[src/inc/adc_ctrl_defs.vh]
/*
 * Constants of the converter control block: register byte offsets,
 * field positions, reset values, state codes and conversion timing.
 * Assumes inclusion by bare name from the design files.
 */
`ifndef ADC_CTRL_DEFS_VH
`define ADC_CTRL_DEFS_VH

// Register byte offsets on the APB.
`define OFS_CONTROL_ZERO      8'h00
`define OFS_CONTROL_ONE       8'h04
`define OFS_PIN_ENABLE        8'h08
`define OFS_RESULT_LOW        8'h0C
`define OFS_RESULT_HIGH       8'h10
`define OFS_INT_CONTROL       8'h14

// Fields of converter_control_zero.
`define BIT_START             7
`define BIT_BUSY              6
`define BIT_POWER_OFF         5
`define BIT_INT_REF_CHAN      4
`define FLD_CHAN_HI           2
`define FLD_CHAN_LO           0

// Fields of converter_control_one.
`define BIT_BANDGAP_EN        6
`define BIT_DATA_FORMAT       5
`define BIT_REF_SELECT        4
`define FLD_DIV_HI            2
`define FLD_DIV_LO            0

// Fields of the interrupt control register.
`define BIT_GLOBAL_IE         0
`define BIT_ADC_IE            1
`define BIT_ADC_FLAG          2

// Reset values.
`define RST_BUSY              1'h1
`define RST_POWER_OFF         1'h1
`define RST_DIV_SEL           3'h0
`define RST_PIN_ENABLE        8'h00

// Conversion timing in conversion clock periods, and the first SAR trial code.
`define CONV_PERIODS          16
`define CONV_LAST_PERIOD      4'hF
`define SAR_FIRST_BIT_PERIOD  4'h1
`define SAR_LAST_BIT_PERIOD   4'hC
`define SAR_MSB               12'h800

// Converter sequencer states, one-hot.
`define ST_IDLE               3'h1
`define ST_HOLD               3'h2
`define ST_CONV               3'h4

`endif

[src/verilog/conv_clock_divider.v]
/*
 * Conversion clock divider: one tick per conversion clock period,
 * derived from pclk by a power-of-two ratio chosen by a three-bit code.
 * Assumes the sequencer holds clear low while it needs ticks.
 */
`timescale 1ns/10ps
`include "adc_ctrl_defs.vh"

module conv_clock_divider #(
	parameter CNT_W = 6                     // Counter width, enough for divide by 64.
) (
	input  wire       pclk,                 // System clock.
	input  wire       presetn,              // Asynchronous reset, active low.
	input  wire       clear,                // Restart the period from zero.
	input  wire [2:0] div_sel,              // Divider select code.
	output reg        tick                  // One-cycle pulse at end of each period.
);

	reg  [CNT_W-1:0] cnt_q;
	wire [CNT_W-1:0] last_cnt;

	// Code 111 is undefined; it is run as divide by 64 so a conversion still ends.
	assign last_cnt = (div_sel == 3'h7) ? {CNT_W{1'b1}} :
		((({{(CNT_W-1){1'b0}}, 1'b1}) << div_sel) - {{(CNT_W-1){1'b0}}, 1'b1}); // [RULE1]

	// Count pclk cycles and pulse when the selected ratio is reached.
	always @(posedge pclk or negedge presetn) begin
		if (!presetn) begin
			cnt_q <= {CNT_W{1'b0}};
			tick  <= 1'b0;
		end else if (clear) begin
			cnt_q <= {CNT_W{1'b0}};
			tick  <= 1'b0;
		end else if (cnt_q >= last_cnt) begin
			cnt_q <= {CNT_W{1'b0}};
			tick  <= 1'b1;
		end else begin
			cnt_q <= cnt_q + {{(CNT_W-1){1'b0}}, 1'b1};
			tick  <= 1'b0;
		end
	end

endmodule // conv_clock_divider

[src/verilog/adc_conversion_control.v]
/*
 * Control logic of a 12-bit successive approximation converter: APB
 * registers, conversion clock divider, power and reference control,
 * analog pin enables, channel routing, start sequencing and interrupt.
 * Assumes an external analog DAC and comparator fed by sar_trial, and
 * port direction and pull-up settings arriving on the pclk domain.
 */
`timescale 1ns/10ps
`include "adc_ctrl_defs.vh"

// What this block does
// [RULE1] Conversion clock is pclk divided by 1,2,4..64 for codes 000..110; 111 undefined.
// [RULE2] Converter is powered only while adc_power_off is zero.
// [RULE3] Software waits a settling delay after power-on before any conversion.
// [RULE4] Software should set adc_power_off when the converter is unused.
// [RULE5] reference_select picks the external pin and disables its shared functions.
// [RULE6] An analog_pin_enable bit makes its pin analog and removes digital functions.
// [RULE7] Pull-ups are disconnected on pins selected as analog inputs.
// [RULE8] Analog pin selection overrides the port direction setting.
// [RULE9] channel_select routes input 0..7, or the internal reference when selected.
// [RULE10] Interrupt reaches the core only with both enables set.
// [RULE11] Software starts by raising then lowering the start bit, initially clear.
// [RULE12] Raising start resets the converter and sets busy until start falls.
// [RULE13] Busy falls at completion when result registers hold the new value.
// [RULE14] A conversion lasts sixteen conversion clock periods.
// [RULE15] The result is 12 bits with full scale all ones.
// [RULE16] Conversion runs autonomously without stalling the bus or processor.
// [RULE17] Software configures divider, power, channel, pins, interrupts, then starts.
// [RULE18] The request flag is set at every conversion end, enabled or not.
// [RULE19] Software keeps the conversion clock period above the permitted minimum.
// [RULE20] Results hold until the next completion and update with busy falling.
// [RULE21] Raising start mid-conversion aborts without result update or flag.
module adc_conversion_control (
	input  wire        pclk,              // System clock, 20 MHz.
	input  wire        presetn,           // Asynchronous reset, active low.
	input  wire        psel,              // APB select.
	input  wire        penable,           // APB access phase.
	input  wire        pwrite,            // APB write when high.
	input  wire [7:0]  paddr,             // APB byte address.
	input  wire [31:0] pwdata,            // APB write data.
	output wire        pready,            // APB ready.
	output wire [31:0] prdata,            // APB read data.
	output wire        pslverr,           // APB error on unmapped address.
	input  wire        comparator_in,     // Analog comparator, high when input >= DAC.
	input  wire [7:0]  port_dir_in,       // Port direction for the analog pins, 1 = input.
	input  wire [7:0]  pullup_cfg_in,     // Configured pull-ups for the analog pins.
	output wire        adc_powered,       // Converter analog power on.
	output wire        ref_from_pin,      // Reference taken from the external pin.
	output wire        ref_pin_shared_off,// Shared functions of the reference pin disabled.
	output wire        bandgap_enable,    // Internal 1.25 V bandgap on.
	output wire [8:0]  analog_route,      // One-hot input switch, bit 8 internal reference.
	output wire [7:0]  pin_analog_mode,   // Pin is analog, digital functions removed.
	output wire [7:0]  pin_dir_input,     // Effective direction, 1 = input.
	output wire [7:0]  pin_pullup_on,     // Effective pull-up connection.
	output wire        conv_reset,        // Converter held in reset.
	output wire        conv_sample,       // Sample phase of the conversion.
	output wire [11:0] sar_trial,         // Trial code to the DAC.
	output wire        adc_irq            // Interrupt request to the core.
);

	// Register fields.
	reg        start_q;
	reg        busy_q;
	reg        power_off_q;
	reg        int_ref_chan_q;
	reg [2:0]  chan_sel_q;
	reg        bandgap_en_q;
	reg        data_format_q;
	reg        ref_select_q;
	reg [2:0]  div_sel_q;
	reg [7:0]  pin_enable_q;
	reg        global_ie_q;
	reg        adc_ie_q;
	reg        adc_flag_q;
	reg [11:0] result_q;

	// APB answer registers.
	reg        pready_q;
	reg [31:0] prdata_q;
	reg        pslverr_q;
	reg [31:0] rd_data_d;
	reg        rd_err_d;

	// Sequencer and SAR.
	reg [2:0]  state_q;
	reg [2:0]  state_d;
	reg [3:0]  period_q;
	reg [11:0] trial_q;
	reg [11:0] trial_d;
	reg [11:0] bit_mask;
	reg        sample_q;
	reg        conv_done;

	// Comparator synchroniser and filtered decision.
	reg        cmp_s1_q;
	reg        cmp_s2_q;
	reg        cmp_s3_q;
	reg        cmp_q;

	// Pin and analog side outputs.
	reg        adc_powered_q;
	reg        ref_from_pin_q;
	reg [8:0]  analog_route_q;
	reg [7:0]  pin_dir_input_q;
	reg [7:0]  pin_pullup_on_q;
	reg        adc_irq_q;

	wire       access;
	wire       wr;
	wire       wr_ctrl0;
	wire       start_new;
	wire       start_rise;
	wire       start_fall;
	wire       tick;
	reg        conv_reset_q;

	// Result byte placement under the data format bit.
	function [7:0] result_byte;
		input        high;
		input        fmt;
		input [11:0] r;
		begin
			if (fmt)
				result_byte = high ? {4'h0, r[11:8]} : r[7:0];
			else
				result_byte = high ? r[11:4] : {r[3:0], 4'h0};
		end
	endfunction

	// Each access waits exactly one cycle; read data are latched on the edge that raises pready, write data on the next edge.
	// The converter never stretches a transfer, so software keeps running. [RULE16]
	assign access    = psel & penable & pready_q;
	assign wr        = access & pwrite;
	assign wr_ctrl0  = wr & (paddr == `OFS_CONTROL_ZERO);
	assign start_new = pwdata[`BIT_START];
	assign start_rise = wr_ctrl0 & ~start_q & start_new;
	assign start_fall = wr_ctrl0 & start_q & ~start_new;

	// Read decode for the first access cycle.
	always @* begin
		rd_data_d = 32'h0000_0000;
		rd_err_d  = 1'b0;
		case (paddr)
			`OFS_CONTROL_ZERO: begin
				rd_data_d[`BIT_START]        = start_q;
				rd_data_d[`BIT_BUSY]         = busy_q;
				rd_data_d[`BIT_POWER_OFF]    = power_off_q;
				rd_data_d[`BIT_INT_REF_CHAN] = int_ref_chan_q;
				rd_data_d[`FLD_CHAN_HI:`FLD_CHAN_LO] = chan_sel_q;
			end
			`OFS_CONTROL_ONE: begin
				rd_data_d[`BIT_BANDGAP_EN]   = bandgap_en_q;
				rd_data_d[`BIT_DATA_FORMAT]  = data_format_q;
				rd_data_d[`BIT_REF_SELECT]   = ref_select_q;
				rd_data_d[`FLD_DIV_HI:`FLD_DIV_LO] = div_sel_q;
			end
			`OFS_PIN_ENABLE:  rd_data_d[7:0] = pin_enable_q;
			`OFS_RESULT_LOW:  rd_data_d[7:0] = result_byte(1'b0, data_format_q, result_q);
			`OFS_RESULT_HIGH: rd_data_d[7:0] = result_byte(1'b1, data_format_q, result_q);
			`OFS_INT_CONTROL: begin
				rd_data_d[`BIT_GLOBAL_IE] = global_ie_q;
				rd_data_d[`BIT_ADC_IE]    = adc_ie_q;
				rd_data_d[`BIT_ADC_FLAG]  = adc_flag_q;
			end
			default: rd_err_d = 1'b1;
		endcase
	end

	// APB answer: pready rises in the second access cycle with data and error.
	always @(posedge pclk or negedge presetn) begin
		if (!presetn) begin
			pready_q  <= 1'b0;
			prdata_q  <= 32'h0000_0000;
			pslverr_q <= 1'b0;
		end else begin
			pready_q  <= psel & penable & ~pready_q;
			if (psel & penable & ~pready_q) begin
				prdata_q  <= pwrite ? 32'h0000_0000 : rd_data_d;
				pslverr_q <= rd_err_d;
			end else begin
				prdata_q  <= 32'h0000_0000;
				pslverr_q <= 1'b0;
			end
		end
	end

	// Software writable control fields; busy and results are read-only.
	always @(posedge pclk or negedge presetn) begin
		if (!presetn) begin
			start_q        <= 1'b0;
			power_off_q    <= `RST_POWER_OFF;
			int_ref_chan_q <= 1'b0;
			chan_sel_q     <= 3'h0;
			bandgap_en_q   <= 1'b0;
			data_format_q  <= 1'b0;
			ref_select_q   <= 1'b0;
			div_sel_q      <= `RST_DIV_SEL;
			pin_enable_q   <= `RST_PIN_ENABLE;
			global_ie_q    <= 1'b0;
			adc_ie_q       <= 1'b0;
		end else if (wr) begin
			case (paddr)
				`OFS_CONTROL_ZERO: begin
					start_q        <= start_new;
					power_off_q    <= pwdata[`BIT_POWER_OFF];
					int_ref_chan_q <= pwdata[`BIT_INT_REF_CHAN];
					chan_sel_q     <= pwdata[`FLD_CHAN_HI:`FLD_CHAN_LO];
				end
				`OFS_CONTROL_ONE: begin
					bandgap_en_q  <= pwdata[`BIT_BANDGAP_EN];
					data_format_q <= pwdata[`BIT_DATA_FORMAT];
					ref_select_q  <= pwdata[`BIT_REF_SELECT];
					div_sel_q     <= pwdata[`FLD_DIV_HI:`FLD_DIV_LO];
				end
				`OFS_PIN_ENABLE:  pin_enable_q <= pwdata[7:0];
				`OFS_INT_CONTROL: begin
					global_ie_q <= pwdata[`BIT_GLOBAL_IE];
					adc_ie_q    <= pwdata[`BIT_ADC_IE];
				end
				default: ;
			endcase
		end
	end

	// Conversion clock ticks only while converting, so period zero is aligned to the start.
	conv_clock_divider #(
		.CNT_W   (6)
	) u_div (
		.pclk    (pclk),
		.presetn (presetn),
		.clear   (conv_reset_q),
		.div_sel (div_sel_q),
		.tick    (tick)
	);

	// Comparator crosses from the analog domain; the decision moves only when
	// stages two and three agree, which filters a single-cycle glitch.
	// Limitation: the decision lags the DAC by four cycles, too late for the next tick below divide by 8.
	always @(posedge pclk or negedge presetn) begin
		if (!presetn) begin
			cmp_s1_q <= 1'b0;
			cmp_s2_q <= 1'b0;
			cmp_s3_q <= 1'b0;
			cmp_q    <= 1'b0;
		end else begin
			cmp_s1_q <= comparator_in;
			cmp_s2_q <= cmp_s1_q;
			cmp_s3_q <= cmp_s2_q;
			if (cmp_s2_q == cmp_s3_q)
				cmp_q <= cmp_s3_q;
		end
	end

	// Sequencer next state: a start rise always wins and holds the converter.
	always @* begin
		state_d   = state_q;
		conv_done = 1'b0;
		case (state_q)
			`ST_IDLE: begin
				if (start_rise)
					state_d = `ST_HOLD;                            // [RULE12]
			end
			`ST_HOLD: begin
				if (start_fall)
					state_d = power_off_q ? `ST_IDLE : `ST_CONV;   // [RULE11]
			end
			`ST_CONV: begin
				if (start_rise)
					state_d = `ST_HOLD;                            // [RULE21]
				else if (power_off_q)
					state_d = `ST_IDLE;                            // [RULE2]
				else if (tick && (period_q == `CONV_LAST_PERIOD)) begin
					state_d   = `ST_IDLE;                          // [RULE14]
					conv_done = 1'b1;
				end
			end
			default: state_d = `ST_IDLE;
		endcase
	end

	// Successive approximation: period 0 samples, periods 1..12 resolve one bit
	// each from the MSB, so codes run from zero up to all ones. [RULE15]
	always @* begin
		bit_mask = `SAR_MSB >> (period_q - `SAR_FIRST_BIT_PERIOD);
		trial_d  = trial_q;
		if (tick) begin
			if (period_q == 4'h0)
				trial_d = `SAR_MSB;
			else if ((period_q >= `SAR_FIRST_BIT_PERIOD) && (period_q <= `SAR_LAST_BIT_PERIOD))
				trial_d = (trial_q & ~(bit_mask & {12{~cmp_q}})) | (bit_mask >> 1);
		end
	end

	// Sequencer registers, period count and trial code.
	always @(posedge pclk or negedge presetn) begin
		if (!presetn) begin
			state_q  <= `ST_IDLE;
			period_q <= 4'h0;
			trial_q  <= 12'h000;
			sample_q <= 1'b0;
			conv_reset_q <= 1'b1;
		end else begin
			state_q <= state_d;
			conv_reset_q <= (state_d != `ST_CONV); // Own flop keeps the reset pin glitch free. [RULE12]
			if (state_d != `ST_CONV || state_q != `ST_CONV) begin
				period_q <= 4'h0;
				trial_q  <= 12'h000;
				sample_q <= (state_d == `ST_CONV);
			end else begin
				if (tick)
					period_q <= period_q + 4'h1;               // [RULE14]
				trial_q  <= trial_d;
				if (tick && period_q == 4'h0)
					sample_q <= 1'b0;
			end
		end
	end

	// Busy, result and request flag; the flag set wins over a software clear.
	always @(posedge pclk or negedge presetn) begin
		if (!presetn) begin
			busy_q     <= `RST_BUSY;
			result_q   <= 12'h000;
			adc_flag_q <= 1'b0;
		end else begin
			if (start_rise)
				busy_q <= 1'b1;                                   // [RULE12]
			else if (conv_done)
				busy_q <= 1'b0;                                   // [RULE13]
			if (conv_done)
				result_q <= trial_q;                              // [RULE20]
			if (conv_done)
				adc_flag_q <= 1'b1;                               // [RULE18]
			else if (wr && paddr == `OFS_INT_CONTROL && !pwdata[`BIT_ADC_FLAG])
				adc_flag_q <= 1'b0;
		end
	end

	// Analog side controls, registered so every output comes from a flop.
	always @(posedge pclk or negedge presetn) begin
		if (!presetn) begin
			adc_powered_q   <= 1'b0;
			ref_from_pin_q  <= 1'b0;
			analog_route_q  <= 9'h000;
			pin_dir_input_q <= 8'h00;
			pin_pullup_on_q <= 8'h00;
			adc_irq_q       <= 1'b0;
		end else begin
			adc_powered_q   <= ~power_off_q;                             // [RULE2]
			ref_from_pin_q  <= ref_select_q;                             // [RULE5]
			analog_route_q  <= int_ref_chan_q ? 9'h100 :
				{1'b0, 8'h01 << chan_sel_q};                             // [RULE9]
			pin_dir_input_q <= port_dir_in | pin_enable_q;               // [RULE8]
			pin_pullup_on_q <= pullup_cfg_in & ~pin_enable_q;            // [RULE7]
			adc_irq_q       <= adc_flag_q & global_ie_q & adc_ie_q;      // [RULE10]
		end
	end

	// Outputs straight from registers.
	assign pready             = pready_q;
	assign prdata             = prdata_q;
	assign pslverr            = pslverr_q;
	assign adc_powered        = adc_powered_q;
	assign ref_from_pin       = ref_from_pin_q;
	assign ref_pin_shared_off = ref_from_pin_q;                      // [RULE5]
	assign bandgap_enable     = bandgap_en_q;
	assign analog_route       = analog_route_q;
	assign pin_analog_mode    = pin_enable_q;                        // [RULE6]
	assign pin_dir_input      = pin_dir_input_q;
	assign pin_pullup_on      = pin_pullup_on_q;
	assign conv_reset         = conv_reset_q;                        // [RULE12]
	assign conv_sample        = sample_q;
	assign sar_trial          = trial_q;
	assign adc_irq            = adc_irq_q;

endmodule // adc_conversion_control

[config.mk]
export PLATFORM = sky130hd
export DESIGN_NAME = adc_conversion_control
export DESIGN_NICKNAME = d
export VERILOG_FILES = /design/src/verilog/conv_clock_divider.v /design/src/verilog/adc_conversion_control.v
export VERILOG_INCLUDE_DIRS = /design/src /design/src/inc
export SDC_FILE = /design/constraint.sdc
export NUM_CORES = 1
export LEC_CHECK = 0
export BUFFER_PORTS_ARGS = -buffer_cell sky130_fd_sc_hd__buf_2
export CAP_MARGIN = 20
export CELL_PAD_IN_SITES_DETAIL_PLACEMENT = 1
export CELL_PAD_IN_SITES_GLOBAL_PLACEMENT = 1
export CORE_ASPECT_RATIO = 2
export CORE_MARGIN = 5
export CORE_UTILIZATION = 43
export DETAILED_ROUTE_END_ITERATION = 8
export PLACE_DENSITY_LB_ADDON = 0.1
export SYNTH_ARGS = -nofsm -noshare
export SYNTH_HDL_FRONTEND = slang
export SYNTH_SLANG_ARGS = --single-unit
[constraint.sdc]
create_clock -name pclk -period 6.3 [get_ports pclk]
set_input_delay 0.315 -clock pclk [delete_from_list [all_inputs] [get_ports pclk]]
set_output_delay 0.315 -clock pclk [all_outputs]
set_load 0.02 [all_outputs]
Yosys cells after proc, flatten, opt, wreduce, memory -nomap -nowiden

Index checks and enable logic that the tools add are counted.

Flip-flop bits (word level): 130
Input port bits: 62
Output and inout bits: 86
Logic and storage cells: 140

$add $sub $neg: 4
Magnitude comparators: 3
Equal/unequal tests: 14
Shift-type cells: 3
Mux-type cells: 39
Bitwise gates (word level): 23
Reductions and logical operators: 20

Operators by type and width:

| cell                                                | number |
|---|---|
| two-way mux 12 bit                                  | 4 |
| two-way mux 8 bit                                   | 4 |
| AND 12 bit                                          | 2 |
| two-way mux 3 bit                                   | 6 |
| two-way mux 6 bit                                   | 3 |
| one-hot mux 3 bit (6 select lines)                  | 1 |
| equality test 8 x 4 -> 1 bit, second input constant | 2 |
| equality test 8 x 5 -> 1 bit, second input constant | 2 |
| one-hot mux 3 bit (5 select lines)                  | 1 |
| two-way mux 1 bit                                   | 14 |
| inverter 12 bit                                     | 1 |
| OR 12 x 11 -> 12 bit                                | 1 |
| right shift 12 x 4 -> 12 bit, first input constant  | 1 |
| AND 1 bit                                           | 11 |
| AND reduction 2 bit                                 | 5 |
| equality test 3 bit, second input constant          | 3 |
| two-way mux 9 bit                                   | 1 |
| one-hot mux 3 bit (3 select lines)                  | 1 |
| AND 8 bit                                           | 1 |
| equality test 8 x 3 -> 1 bit, second input constant | 1 |
| zero test 8 bit                                     | 1 |
| two-way mux 4 bit                                   | 2 |
| inverter 8 bit                                      | 1 |
| OR 8 bit                                            | 1 |
| 24 further kinds                                    | 36 |

Longest topological paths before layout

Gate-level depths: netlist of the first run.

Word-level depth: 12
Depth in mapped cells: 14
Gate-level depth less buffers: 13

Hierarchy

Synthesis of the first run repeated with hierarchy kept, for this count alone.

Cells, all modules: 500
Area, all modules: 5459.0 µm²

By module, submodules not included:

| module                 | instances | cells each | area each (µm²) | seq. area each (µm²) |
|---|---|---|---|---|
| adc_conversion_control | 1         | 441        | 4880.9          | 2482.4 |
| conv_clock_divider     | 1         | 59         | 578.1           | 175.2 |

Worst setup path before layout of the first run

OpenSTA, ideal clock, no wires.

Path kind: register to register
Start point: register div_sel_q[1]
End point: register u_div.cnt_q[2]
Setup time: 0.136 ns
Arrival: 2.376 ns
Required time: 6.164 ns
Path slack: 3.788 ns
Cell stages (with the launch flop): 14
Path buffers: 1
Clock period less this slack: 2.512 ns
Path through: dfrtp_1 clkbuf_1 or3_1 ha_1 nand2_1 mux2i_1 o21ai_0 o21ai_0 ha_1 a21oi_1 nand3_1 o31ai_1 a31oi_1 nor2_1

Longest elaborated chain between the ends: 6
Elaborated cells on any way between the ends: 7
Those cells by class: add/sub: 1; order compare: 1; eq/ne: 1; shift: 1; mux: 3

RTL lines:

| item                                  | RTL line                     | source |
|---|---|---|
| from (decl)                           | adc_conversion_control.v:70  | `reg [2:0] div_sel_q;` |
| from (signal assigned)                | adc_conversion_control.v:197 | `` div_sel_q <= `RST_DIV_SEL; `` |
| from (signal assigned)                | adc_conversion_control.v:213 | `` div_sel_q <= pwdata[`FLD_DIV_HI:`FLD_DIV_LO]; `` |
| left shift 1 x 3 -> 6 bit             | conv_clock_divider.v:24      | `((({{(CNT_W-1){1'b0}}, 1'b1}) << div_sel) - {{(CNT_W-1){1'b0}}, 1'b1});` |
| subtractor 6 x 1 -> 6 bit             | conv_clock_divider.v:24      |  |
| two-way mux 6 bit (*)                 | conv_clock_divider.v:23      | `assign last_cnt = (div_sel == 3'h7) ? {CNT_W{1'b1}} :` |
| greater-or-equal comparator 6 bit (*) | conv_clock_divider.v:34      | `end else if (cnt_q >= last_cnt) begin` |
| two-way mux 6 bit (*)                 | conv_clock_divider.v:34      |  |
| two-way mux 6 bit (*)                 | conv_clock_divider.v:31      | `end else if (clear) begin` |
| to (signal assigned)                  | conv_clock_divider.v:32      | `cnt_q <= {CNT_W{1'b0}};` |
| to (signal assigned)                  | conv_clock_divider.v:35      | `cnt_q <= {CNT_W{1'b0}};` |
| to (signal assigned)                  | conv_clock_divider.v:38      | `cnt_q <= cnt_q + {{(CNT_W-1){1'b0}}, 1'b1};` |
| to (decl)                             | conv_clock_divider.v:19      | `reg [CNT_W-1:0] cnt_q;` |

Mark *: on every way between the ends. The rest lies on a longest branch, timed or not.
A chain may end at the register's enable or synchronous reset.

Worst setup path after layout of the first run

Start point: register period_q[0]
End point: register trial_q[5] (netlist: sar_trial[5])

Longest elaborated chain between the ends: 10
Elaborated cells on any way between the ends: 25
Those cells by class: add/sub: 1; order compare: 2; eq/ne: 2; shift: 1; mux: 8; bitwise: 4; reduce/logical: 7

RTL lines:

| item                                                                                      | RTL line                                                   | source |
|---|---|---|
| from (decl)                                                                               | adc_conversion_control.v:87                                | `reg [3:0] period_q;` |
| from (signal assigned)                                                                    | adc_conversion_control.v:311                               | `period_q <= period_q + 4'h1;` |
| subtractor 4 x 1 -> 4 bit (no source line) / equality test 4 bit (equally long branches)  | -                                                          |  |
| right shift 12 x 4 -> 12 bit (no source line) / logical AND 1 bit (equally long branches) | -                                                          |  |
| AND 12 bit / two-way mux 3 bit (equally long branches)                                    | adc_conversion_control.v:290, adc_conversion_control.v:272 |  |
| inverter 12 bit / two-way mux 3 bit (equally long branches)                               | adc_conversion_control.v:290, adc_conversion_control.v:270 |  |
| AND 12 bit / two-way mux 3 bit (equally long branches)                                    | adc_conversion_control.v:290, adc_conversion_control.v:268 |  |
| OR 12 x 11 -> 12 bit / one-hot mux 3 bit (3 select lines) (equally long branches)         | adc_conversion_control.v:290, adc_conversion_control.v:258 |  |
| two-way mux 12 bit / != test 3 bit (equally long branches)                                | -                                                          |  |
| two-way mux 12 bit / logical OR 1 bit (equally long branches)                             | -                                                          |  |
| two-way mux 12 bit, or another cell as far along                                          | adc_conversion_control.v:286                               | `if (tick) begin` |
| two-way mux 12 bit / AND reduction 2 bit (equally long branches)                          | -                                                          |  |
| to (signal assigned)                                                                      | adc_conversion_control.v:312                               | `trial_q <= trial_d;` |
| to (decl)                                                                                 | adc_conversion_control.v:88                                | `reg [11:0] trial_q;` |

Parallel ways exist; a longest one is shown, timed or not. The select of a mux whose other input is x is not followed.

==> out/metrics.cfg, run 1 <==
[place]
dp_hpwl_mm=10.9
dp.cells=713
port-buffer-count=99
place_congestion=0.942
placed_cell_area_um2=5810

[global_route]
gr-usage-all-layers_pct=19.4
grt_max_degree=64
grt_pass1_vias=4369
grt_overflow=0
grt_pass1_wl_mm=22.3
antenna_found_initial=0

[setup_path]
path_cells=inv_1 > ha_1 > nor2b_1 > a21oi_1 > o21ai_0 > mux2_2 > a21oi_1
r2r-start=period_q[0]
cp_slowest_cell=nor2b_1
crit_cells=7
critPathKind=flip-flop to flip-flop
ff2ff_setup_slack_ps=3360
critPathLaunchType=flip-flop
max_stage_delay_ps=610
r2r.worst_path.cells=7
worst-path-buf-inv=1
arrival_ps=3200
crit_fanout=10
cp-end-kind=flip-flop
critical_path.top_delay_family=compound AO/OA/AOI/OAI gates
r2r_end=sar_trial[5]
cpMostUsedCell=a21oi_1
required_ps=6550

[timing]
worstMarginPinSlew_ps=813
setup_viol=0
min_period_over_period_pct=46.7
fmax_ghz=0.340
skew_ps=11.6
drv_slew=0
slew-limit-headroom_pct=45.8
hold_violations=0
fin_crit_ps=2940
fin_tns_setup_ps=0
rsz0062_at_grt=false

[finish]
layout_common_cells=dfrtp_1 (102), buf_2 (98), mux2_2 (40)
seq_area_um2=2660
area_growth_pct=15.1
final_common_cell=dfrtp_1
finalNetCount=653
utilization_pct=50.4
fillerInstances=1389
instances_no_fill=730
design_area_um2=6110
n_antenna_cell=0
multi_input_area_um2=2390
drive_gt1_share_pct=32.6

[hold_path]
holdPathEnd=cmp_s1_q
hold_path_class=input pin to flip-flop
worstHoldPathCells=1
worstHoldStart=comparator_in

[clock_network]
cts_tree=yes
cts_setup_buffers=0
ctsResizeCount=0
clock-sinks=106
root_buffer=clkbuf_16
clk_latency_ps=350
cts_inserted_buffers=9
cts.clk_slew.worst_paths_ps=80
max-clock-path-buffers=2
htree_num_levels=3

[detailed_routing]
drc=0
drt-total-wl_mm=13.8
wl_per_cell_um=18.9
drt_pass1_iterations=4
ant_nets=0
via_per_inst=5.43
drtIter0Drc=107
vias=3967

[power_and_ir_drop]
peakVddDrop_mv=0.185
p_leak_nw=2.93
power_mw=1.33
power_density_nw_per_um2=218

[floorplanning]
rows=57
dieArea_um2=14800
io_pins=148
core_area_um2=12100
start_util_pct=43.8
dieHeight_um=167
die_w_um=88.5

[synth]
synth-edff-count=0
syn_area_um2=5310
ys_ff_latch=106
ys_types=65
syn_avg_cell_area_um2=10.9
synthCells=487
synthTopCellsByArea=dfrtp_1 (48%), mux2_2 (8.5%), buf_4 (3.5%), ha_1 (3.1%), nor2_1 (2.4%)
yosysWarnings=0
yosys_most_used_dff=dfrtp_1
synth_top_area_share_pct=48.1
yosysTopAreaCell=dfrtp_1
seq_area_frac_synth_pct=50.1
async_reset_ff_share_pct=100

[status]
status=finished clean

[run]
maxCapViolations=0

==> power breakdown <==
part / leakage (nW) / total, mW / switching (mW) / internal (mW)
registers: 1.40 / 0.693 / 0.00448 / 0.688
logic: 1.38 / 0.0836 / 0.0591 / 0.0245
clock network: 0.142 / 0.553 / 0.273 / 0.280
total: 2.93 / 1.33 / 0.337 / 0.993
==> Yosys cell counts (all sizes together) (5+ instances only) <==
cell type / count
nor2b: 19
a31oi: 8
clkbuf: 15
inv: 17
a22o: 5
nand3: 19
nor3: 9
buf: 30
dfrtp: 102
xnor2: 6
mux2i: 5
nor2: 35
o21ai: 17
a21o: 5
mux2: 40
or2: 12
nand2: 30
nand2b: 10
ha: 13
nand4: 6
a21oi: 20
==> how the worst max path moves through the flow <==
| stage | startpoint | to | slack (ps) |
|---|---|---|---|
| global route | period_q[0] | sar_trial[5] | 3170 |
| CTS | period_q[0] | sar_trial[5] | 3370 |
| floorplan | div_sel_q[1] | u_div.cnt_q[2] | 3790 |
| global placement | period_q[0] | sar_trial[5] | 3490 |
| detailed placement | period_q[0] | sar_trial[5] | 3370 |
| finish | period_q[0] | sar_trial[5] | 3360 |
==> per-stage QoR <==
| step | hold WS (ps) | setup slack, ps |
|---|---|---|
| final | 68.6 | 3360 |
| after global routing | 73.1 | 3170 |
| after CTS | 61.2 | 3370 |
| after detailed placement | 333 | 3370 |
| after global placement | 322 | 3490 |
| after floorplan | 19.4 | 3790 |
==> sequential cells by signal (all words and copies together) (netlist names), 4 cells and up <==
name,flops
result_q,12
sar_trial,12
analog_route,9
pin_analog_mode,8
pin_dir_input,8
pin_pullup_on,8
prdata,8
u_div.cnt_q,6
period_q,4
==> cell type report <==
cell class	count	share of cell area, %
inverters	17	1.04
repair buffers	102	8.56
flip-flops and latches	106	43.5
well taps	147	3.01
multi-input cells	342	39.1
clock inverters	7	1.11
clock buffers	9	3.69
==> routing by layer <==
metal	wire length [µm]	GRT usage, %	vias to the layer above
li1	-	-	1849
met1	4710	19.8	1957
met2	7720	36.0	125
met3	734	3.31	36
met4	641	10.3	0
met5	0	0	-
==> worst reg2reg max path, stage by stage (launching register included) <==
cell     delay [ps]
dfrtp_1         470
inv_1           140
ha_1            330
nor2b_1         610
a21oi_1         140
o21ai_0         580
mux2_2          410
a21oi_1         160
==> logic make-up after synthesis <==
kind of cell	share of synthesized area, %
simple gates	17.2
flops	50.1
compound gates	10.4
buf+inv	6.53
mux	11.1
fa+ha+maj	3.25
xor+xnor	1.32
other cells	0.0707
==> repair_timing <==
| action | CTS | global route |
|---|---|---|
| endpoints found under the hold margin | 43 | 0 |
| endpoints found under the setup margin | 0 | 0 |
| hold buffers | 1 | 0 |
No activity file was read; power rests on OpenSTA's default activity.
==> inputs of run 2 (changes only) <==
- CORE_UTILIZATION: 43 -> 40
- clock period: 6.3 -> 2.9 ns (I/O delays scaled with it)
==> out/metrics.cfg, run 2 (synthesized netlist as in run 1, its figures left out) <==
[clock_network]
root_buffer=clkbuf_16
cts_inserted_buffers=9  ; unchanged
clk_latency_ps=350  ; about the same
htree_num_levels=3  ; unchanged
cts_tree=yes
clock-sinks=106  ; unchanged
cts.clk_slew.worst_paths_ps=80  ; about the same
max-clock-path-buffers=2  ; unchanged

[timing]
fin_tns_setup_ps=0  ; unchanged
drv_slew=0  ; unchanged
hold_violations=0  ; unchanged
setup_viol=0  ; unchanged
skew_ps=9.13  ; -2.46 ps
fmax_ghz=0.382  ; +12%
worstMarginPinSlew_ps=769  ; -43.6 ps
rsz0062_at_grt=false
min_period_over_period_pct=90.3  ; +44 points
setup_ws_ps=280  ; -3080 ps
fin_crit_ps=2620  ; -320 ps
slew-limit-headroom_pct=48.7  ; +2.9 points

[power_and_ir_drop]
p_leak_nw=3.02  ; +3.2%
power_density_nw_per_um2=461  ; +110%
peakVddDrop_mv=0.362  ; +96%

[detailed_routing]
wl_per_cell_um=19.5  ; +2.9%
drt-total-wl_mm=14.7  ; +6.5%
via_per_inst=5.42  ; -0.29%
ant_nets=0  ; unchanged
drc=0  ; unchanged
drtIter0Drc=99  ; -7.5%
drt_pass1_iterations=4  ; unchanged
vias=4091  ; +3.1%

[floorplanning]
die_w_um=91.4  ; +3.3%
dieHeight_um=173  ; +3.5%
core_area_um2=13000  ; +7.2%
start_util_pct=40.8  ; -2.9 points
rows=59  ; +3.5%
dieArea_um2=15800  ; +6.8%
io_pins=148  ; unchanged

[place]
dp_hpwl_mm=11.4  ; +5.5%
port-buffer-count=99  ; unchanged
preCtsSetupSlack_ps=203  ; -3170 ps
place_congestion=0.909  ; -3.5%

[run]
maxCapViolations=0  ; unchanged

[global_route]
gr-usage-all-layers_pct=18.8  ; -0.62 points
grt_pass1_vias=4402  ; +0.76%
antenna_found_initial=0  ; unchanged
grt_overflow=0  ; unchanged
grt_pass1_wl_mm=23.7  ; +6.2%
grt_max_degree=63  ; -1.6%

[setup_path]
critPathKind=flip-flop to flip-flop
max_stage_delay_ps=480  ; -130 ps
critPathLaunchType=flip-flop
ff2ff_setup_slack_ps=280  ; -3080 ps
path_cells=or3_1 > ha_1 > nand2_1 > mux2i_1 > o21ai_0 > o21ai_0 > ha_1 > a21oi_1 > nand3_1 > o31ai_1 > a31oi_1 > buf_4 > nor2_1
arrival_ps=2900  ; -300 ps
critical_path.top_delay_family=compound AO/OA/AOI/OAI gates
required_ps=3180  ; -3370 ps
crit_fanout=11  ; +1
cp-end-kind=flip-flop
cp_slowest_cell=dfrtp_2
worst-path-buf-inv=1  ; unchanged

[finish]
seq_area_um2=2660  ; about the same
final_common_cell=dfrtp_1
finalNetCount=673  ; +3.1%
drive_gt1_share_pct=33.5  ; +0.91 points
multi_input_area_um2=2390  ; unchanged
area_growth_pct=18.6
n_antenna_cell=0  ; unchanged
utilization_pct=48.4  ; -2.0 points
layout_common_cells=dfrtp_1 (101), buf_2 (98), mux2_2 (40)
fillerInstances=1463  ; +5.3%

[status]
status=finished clean

[hold_path]
hold_path_class=input pin to flip-flop

## run 2: stage by stage
stage | hold slack [ps] | std cells | power (mW) | area, µm²
3_3_place_gp | 170 | 729 | 1.72 | 5910
4_1_cts | 4.51 | 755 | 2.93 | 6290
3_5_place_dp | 184 | 729 | 1.72 | 5910
2_1_floorplan | -151 | 510 | 1.65 | 5390
5_1_grt | 2.38 | 755 | 3.01 | 6290
6_report | 13.9 | 755 | 2.90 | 6290
## run 2: routing by layer
| metal | global-route usage [%] | up-vias | routed length [µm] |
|---|---|---|---|
| li1 | - | 1882 | - |
| met1 | 19.0 | 2039 | 5000 |
| met2 | 35.5 | 127 | 8380 |
| met3 | 3.61 | 43 | 699 |
| met4 | 9.30 | 0 | 619 |
| met5 | 0 | - | 0 |
## run 2: what timing repair did
action                     in CTS  in global routing
hold endpoints to repair       53                  0
hold buffers                   10                  0
gates resized for setup         0                  1
setup buffers                   0                  0
setup endpoints to repair       0                  5
## run 2: worst paths after layout
check / depth (start not counted) / from / to
max: 13 / div_sel_q[2] / u_div.cnt_q[5]
min: 2 / pullup_cfg_in[1] / pin_pullup_on[1]
max reg2reg: 13 / div_sel_q[2] / u_div.cnt_q[5]
min reg2reg: 0 / cmp_s1_q / cmp_s2_q
max in group asynchronous: 3 / presetn / power_off_q
min in group asynchronous: 2 / presetn / analog_route[7]
## run 2: layout make-up
cell class / count / share of cell area, %
multi-input combinational: 342 / 37.9
sequential: 106 / 42.3
inverter: 17 / 1.01
clock buffer: 9 / 3.58
clock inverter: 7 / 0.935
tap: 152 / 3.02
timing repair buffer: 122 / 11.3
## run 2: where the power goes
part | switching [mW] | total, mW | internal [mW] | leakage, nW
Clock | 0.596 | 1.20 | 0.601 | 0.139
Combinational | 0.134 | 0.197 | 0.0632 | 1.48
Sequential | 0.00926 | 1.50 | 1.49 | 1.40
Total | 0.739 | 2.90 | 2.16 | 3.02
==> inputs of run 3 (changes only) <==
- CORE_UTILIZATION: 40 -> 36
- clock period: 2.9 -> 2.16 ns (I/O delays scaled with it)
==> out/metrics.cfg, run 3 (synthesized netlist as in run 1, its figures left out) <==
[status]
status=finished, violations left
violations=setup timing

[hold_path]
hold_path_class=input pin to flip-flop
worstHoldPathCells=2  ; unchanged
holdPathEnd=pin_analog_mode[3]
worstHoldStart=pwdata[3]

[global_route]
grt_pass1_vias=4660  ; +5.9%
grt_max_degree=44  ; -30%
grt_pass1_wl_mm=24.3  ; +2.4%
antenna_found_initial=0  ; unchanged
grt_overflow=0  ; unchanged
gr-usage-all-layers_pct=17.9  ; -0.90 points

[setup_path]
ff2ff_setup_slack_ps=-190  ; -470 ps
r2r_end=u_div.tick
r2r.worst_path.cells=11  ; -2
crit_fanout=4  ; -7
r2r-start=div_sel_q[2]
arrival_ps=2580  ; -320 ps
critPathLaunchType=flip-flop
required_ps=2390  ; -790 ps
critPathKind=flip-flop to flip-flop
cp-end-kind=flip-flop

[floorplanning]
start_util_pct=36.8  ; -4.1 points
dieHeight_um=182  ; +5.1%
io_pins=148  ; unchanged
core_area_um2=14400  ; +11%
rows=62  ; +5.1%
die_w_um=95.8  ; +4.8%
dieArea_um2=17400  ; +10%

[clock_network]
cts.clk_slew.worst_paths_ps=80  ; about the same
root_buffer=clkbuf_16
clock-sinks=106  ; unchanged
cts_inserted_buffers=9  ; unchanged
clk_latency_ps=350  ; about the same
htree_num_levels=3  ; unchanged
max-clock-path-buffers=2  ; unchanged
cts_tree=yes

[timing]
skew_ps=12.8  ; +3.70 ps
hold_violations=0  ; unchanged
fmax_ghz=0.426  ; +12%
slew-limit-headroom_pct=64.2  ; +15 points
fin_crit_ps=2350  ; -274 ps
min_period_over_period_pct=109  ; +18 points
setup_ws_ps=-186  ; -466 ps
drv_slew=0  ; unchanged
rsz0062_at_grt=true
setup_viol=7  ; +7
worstMarginPinSlew_ps=538  ; -232 ps

[finish]
drive_gt1_share_pct=37.2  ; +3.7 points
n_antenna_cell=0  ; unchanged
finalNetCount=701  ; +4.2%
final_common_cell=dfrtp_1
design_area_um2=6660  ; +5.9%
layout_common_cells=dfrtp_1 (102), buf_2 (98), mux2_2 (40)
instances_no_fill=823  ; +9.0%
area_growth_pct=25.6

[place]
port-buffer-count=99  ; unchanged
dp.cells=790  ; +8.4%
place_congestion=0.866  ; -4.7%
dp_hpwl_mm=12.0  ; +4.6%
placed_cell_area_um2=6150  ; +4.0%
preCtsSetupSlack_ps=-202  ; -405 ps

[run]
maxCapViolations=0  ; unchanged

[detailed_routing]
drtIter0Drc=92  ; -7.1%
via_per_inst=5.13  ; -5.4%
vias=4218  ; +3.1%
ant_nets=0  ; unchanged
wl_per_cell_um=18.3  ; -5.9%
drc=0  ; unchanged
drt-total-wl_mm=15.1  ; +2.6%
drt_pass1_iterations=4  ; unchanged

[power_and_ir_drop]
power_density_nw_per_um2=590  ; +28%
p_leak_nw=3.17  ; +5.2%
peakVddDrop_mv=0.580  ; +60%

-- run 3: changes by cell type in the layout (fill, tap and decap cells not counted), sizes merged --
cell         delta
buf            +22
clkinvlp        +1
dlygate4sd3     +6
inv             -1
-- run 3: routing by layer --
layer / part of all wire [%] / vias up / GRT usage (%) / wire [µm]
met5: 0 / - / 0 / 0
met4: 4.1 / 0 / 7.35 / 625
met3: 4.0 / 31 / 2.73 / 604
met2: 56 / 127 / 34.6 / 8480
met1: 36 / 2124 / 18.3 / 5370
li1: - / 1936 / - / -
-- run 3: power breakdown --
group	leakage (nW)	internal (mW)	total (mW)	switching [mW]
Sequential	1.40	2.01	2.02	0.0122
Clock	0.139	0.818	1.63	0.809
Combinational	1.63	0.102	0.287	0.185
-- run 3: critical path, cell delays in order, from the launching register on --
cell and delay, ps:
dfrtp_1 380, or3_4 400, ha_4 180, buf_6 110
buf_4 130, nand3_1 70, o21a_1 120, o22ai_1 70
ha_1 290, a21oi_2 230, o211a_1 200, nor3_2 40
-- run 3: cell type report --
type	count	area, µm²
multi-input combinational	342	2460
sequential	106	2660
inverter	17	63.8
clock inverter	7	71.3
timing repair buffer	150	941
clock buffer	9	225
fill	1670	7770
tap	192	240
-- run 3: worst max path at each step --
stage | startpoint | slack [ps] | cells past startpoint | to
2_1_floorplan | div_sel_q[0] | -130 | 13 | u_div.cnt_q[0]
3_3_place_gp | div_sel_q[0] | -110 | 12 | u_div.cnt_q[5]
3_5_place_dp | div_sel_q[0] | -200 | 12 | u_div.cnt_q[2]
4_1_cts | div_sel_q[1] | -200 | 12 | u_div.cnt_q[2]
5_1_grt | div_sel_q[1] | -300 | 12 | u_div.cnt_q[5]
6_report | div_sel_q[2] | -190 | 11 | u_div.tick
-- run 3: through the flow --
step                setup TNS (ps)  util [%]  hold WS (ps)  total power, mW
floorplan                     -807         -          -188             2.22
global placement              -729      42.6           131             2.32
detailed placement           -1370      42.6           134             2.32
CTS                          -1300      45.8          4.41             3.99
global route                 -2030      46.2          1.58             4.09
finish                       -1180      46.2         0.525             3.93
-- run 3: what timing repair did --
item,in CTS,in global routing
hold buffers,16,0
endpoints found under the hold margin,55,0
setup buffers,0,2
pin swaps,3,3
gates resized for setup,3,9
endpoints found under the setup margin,10,18
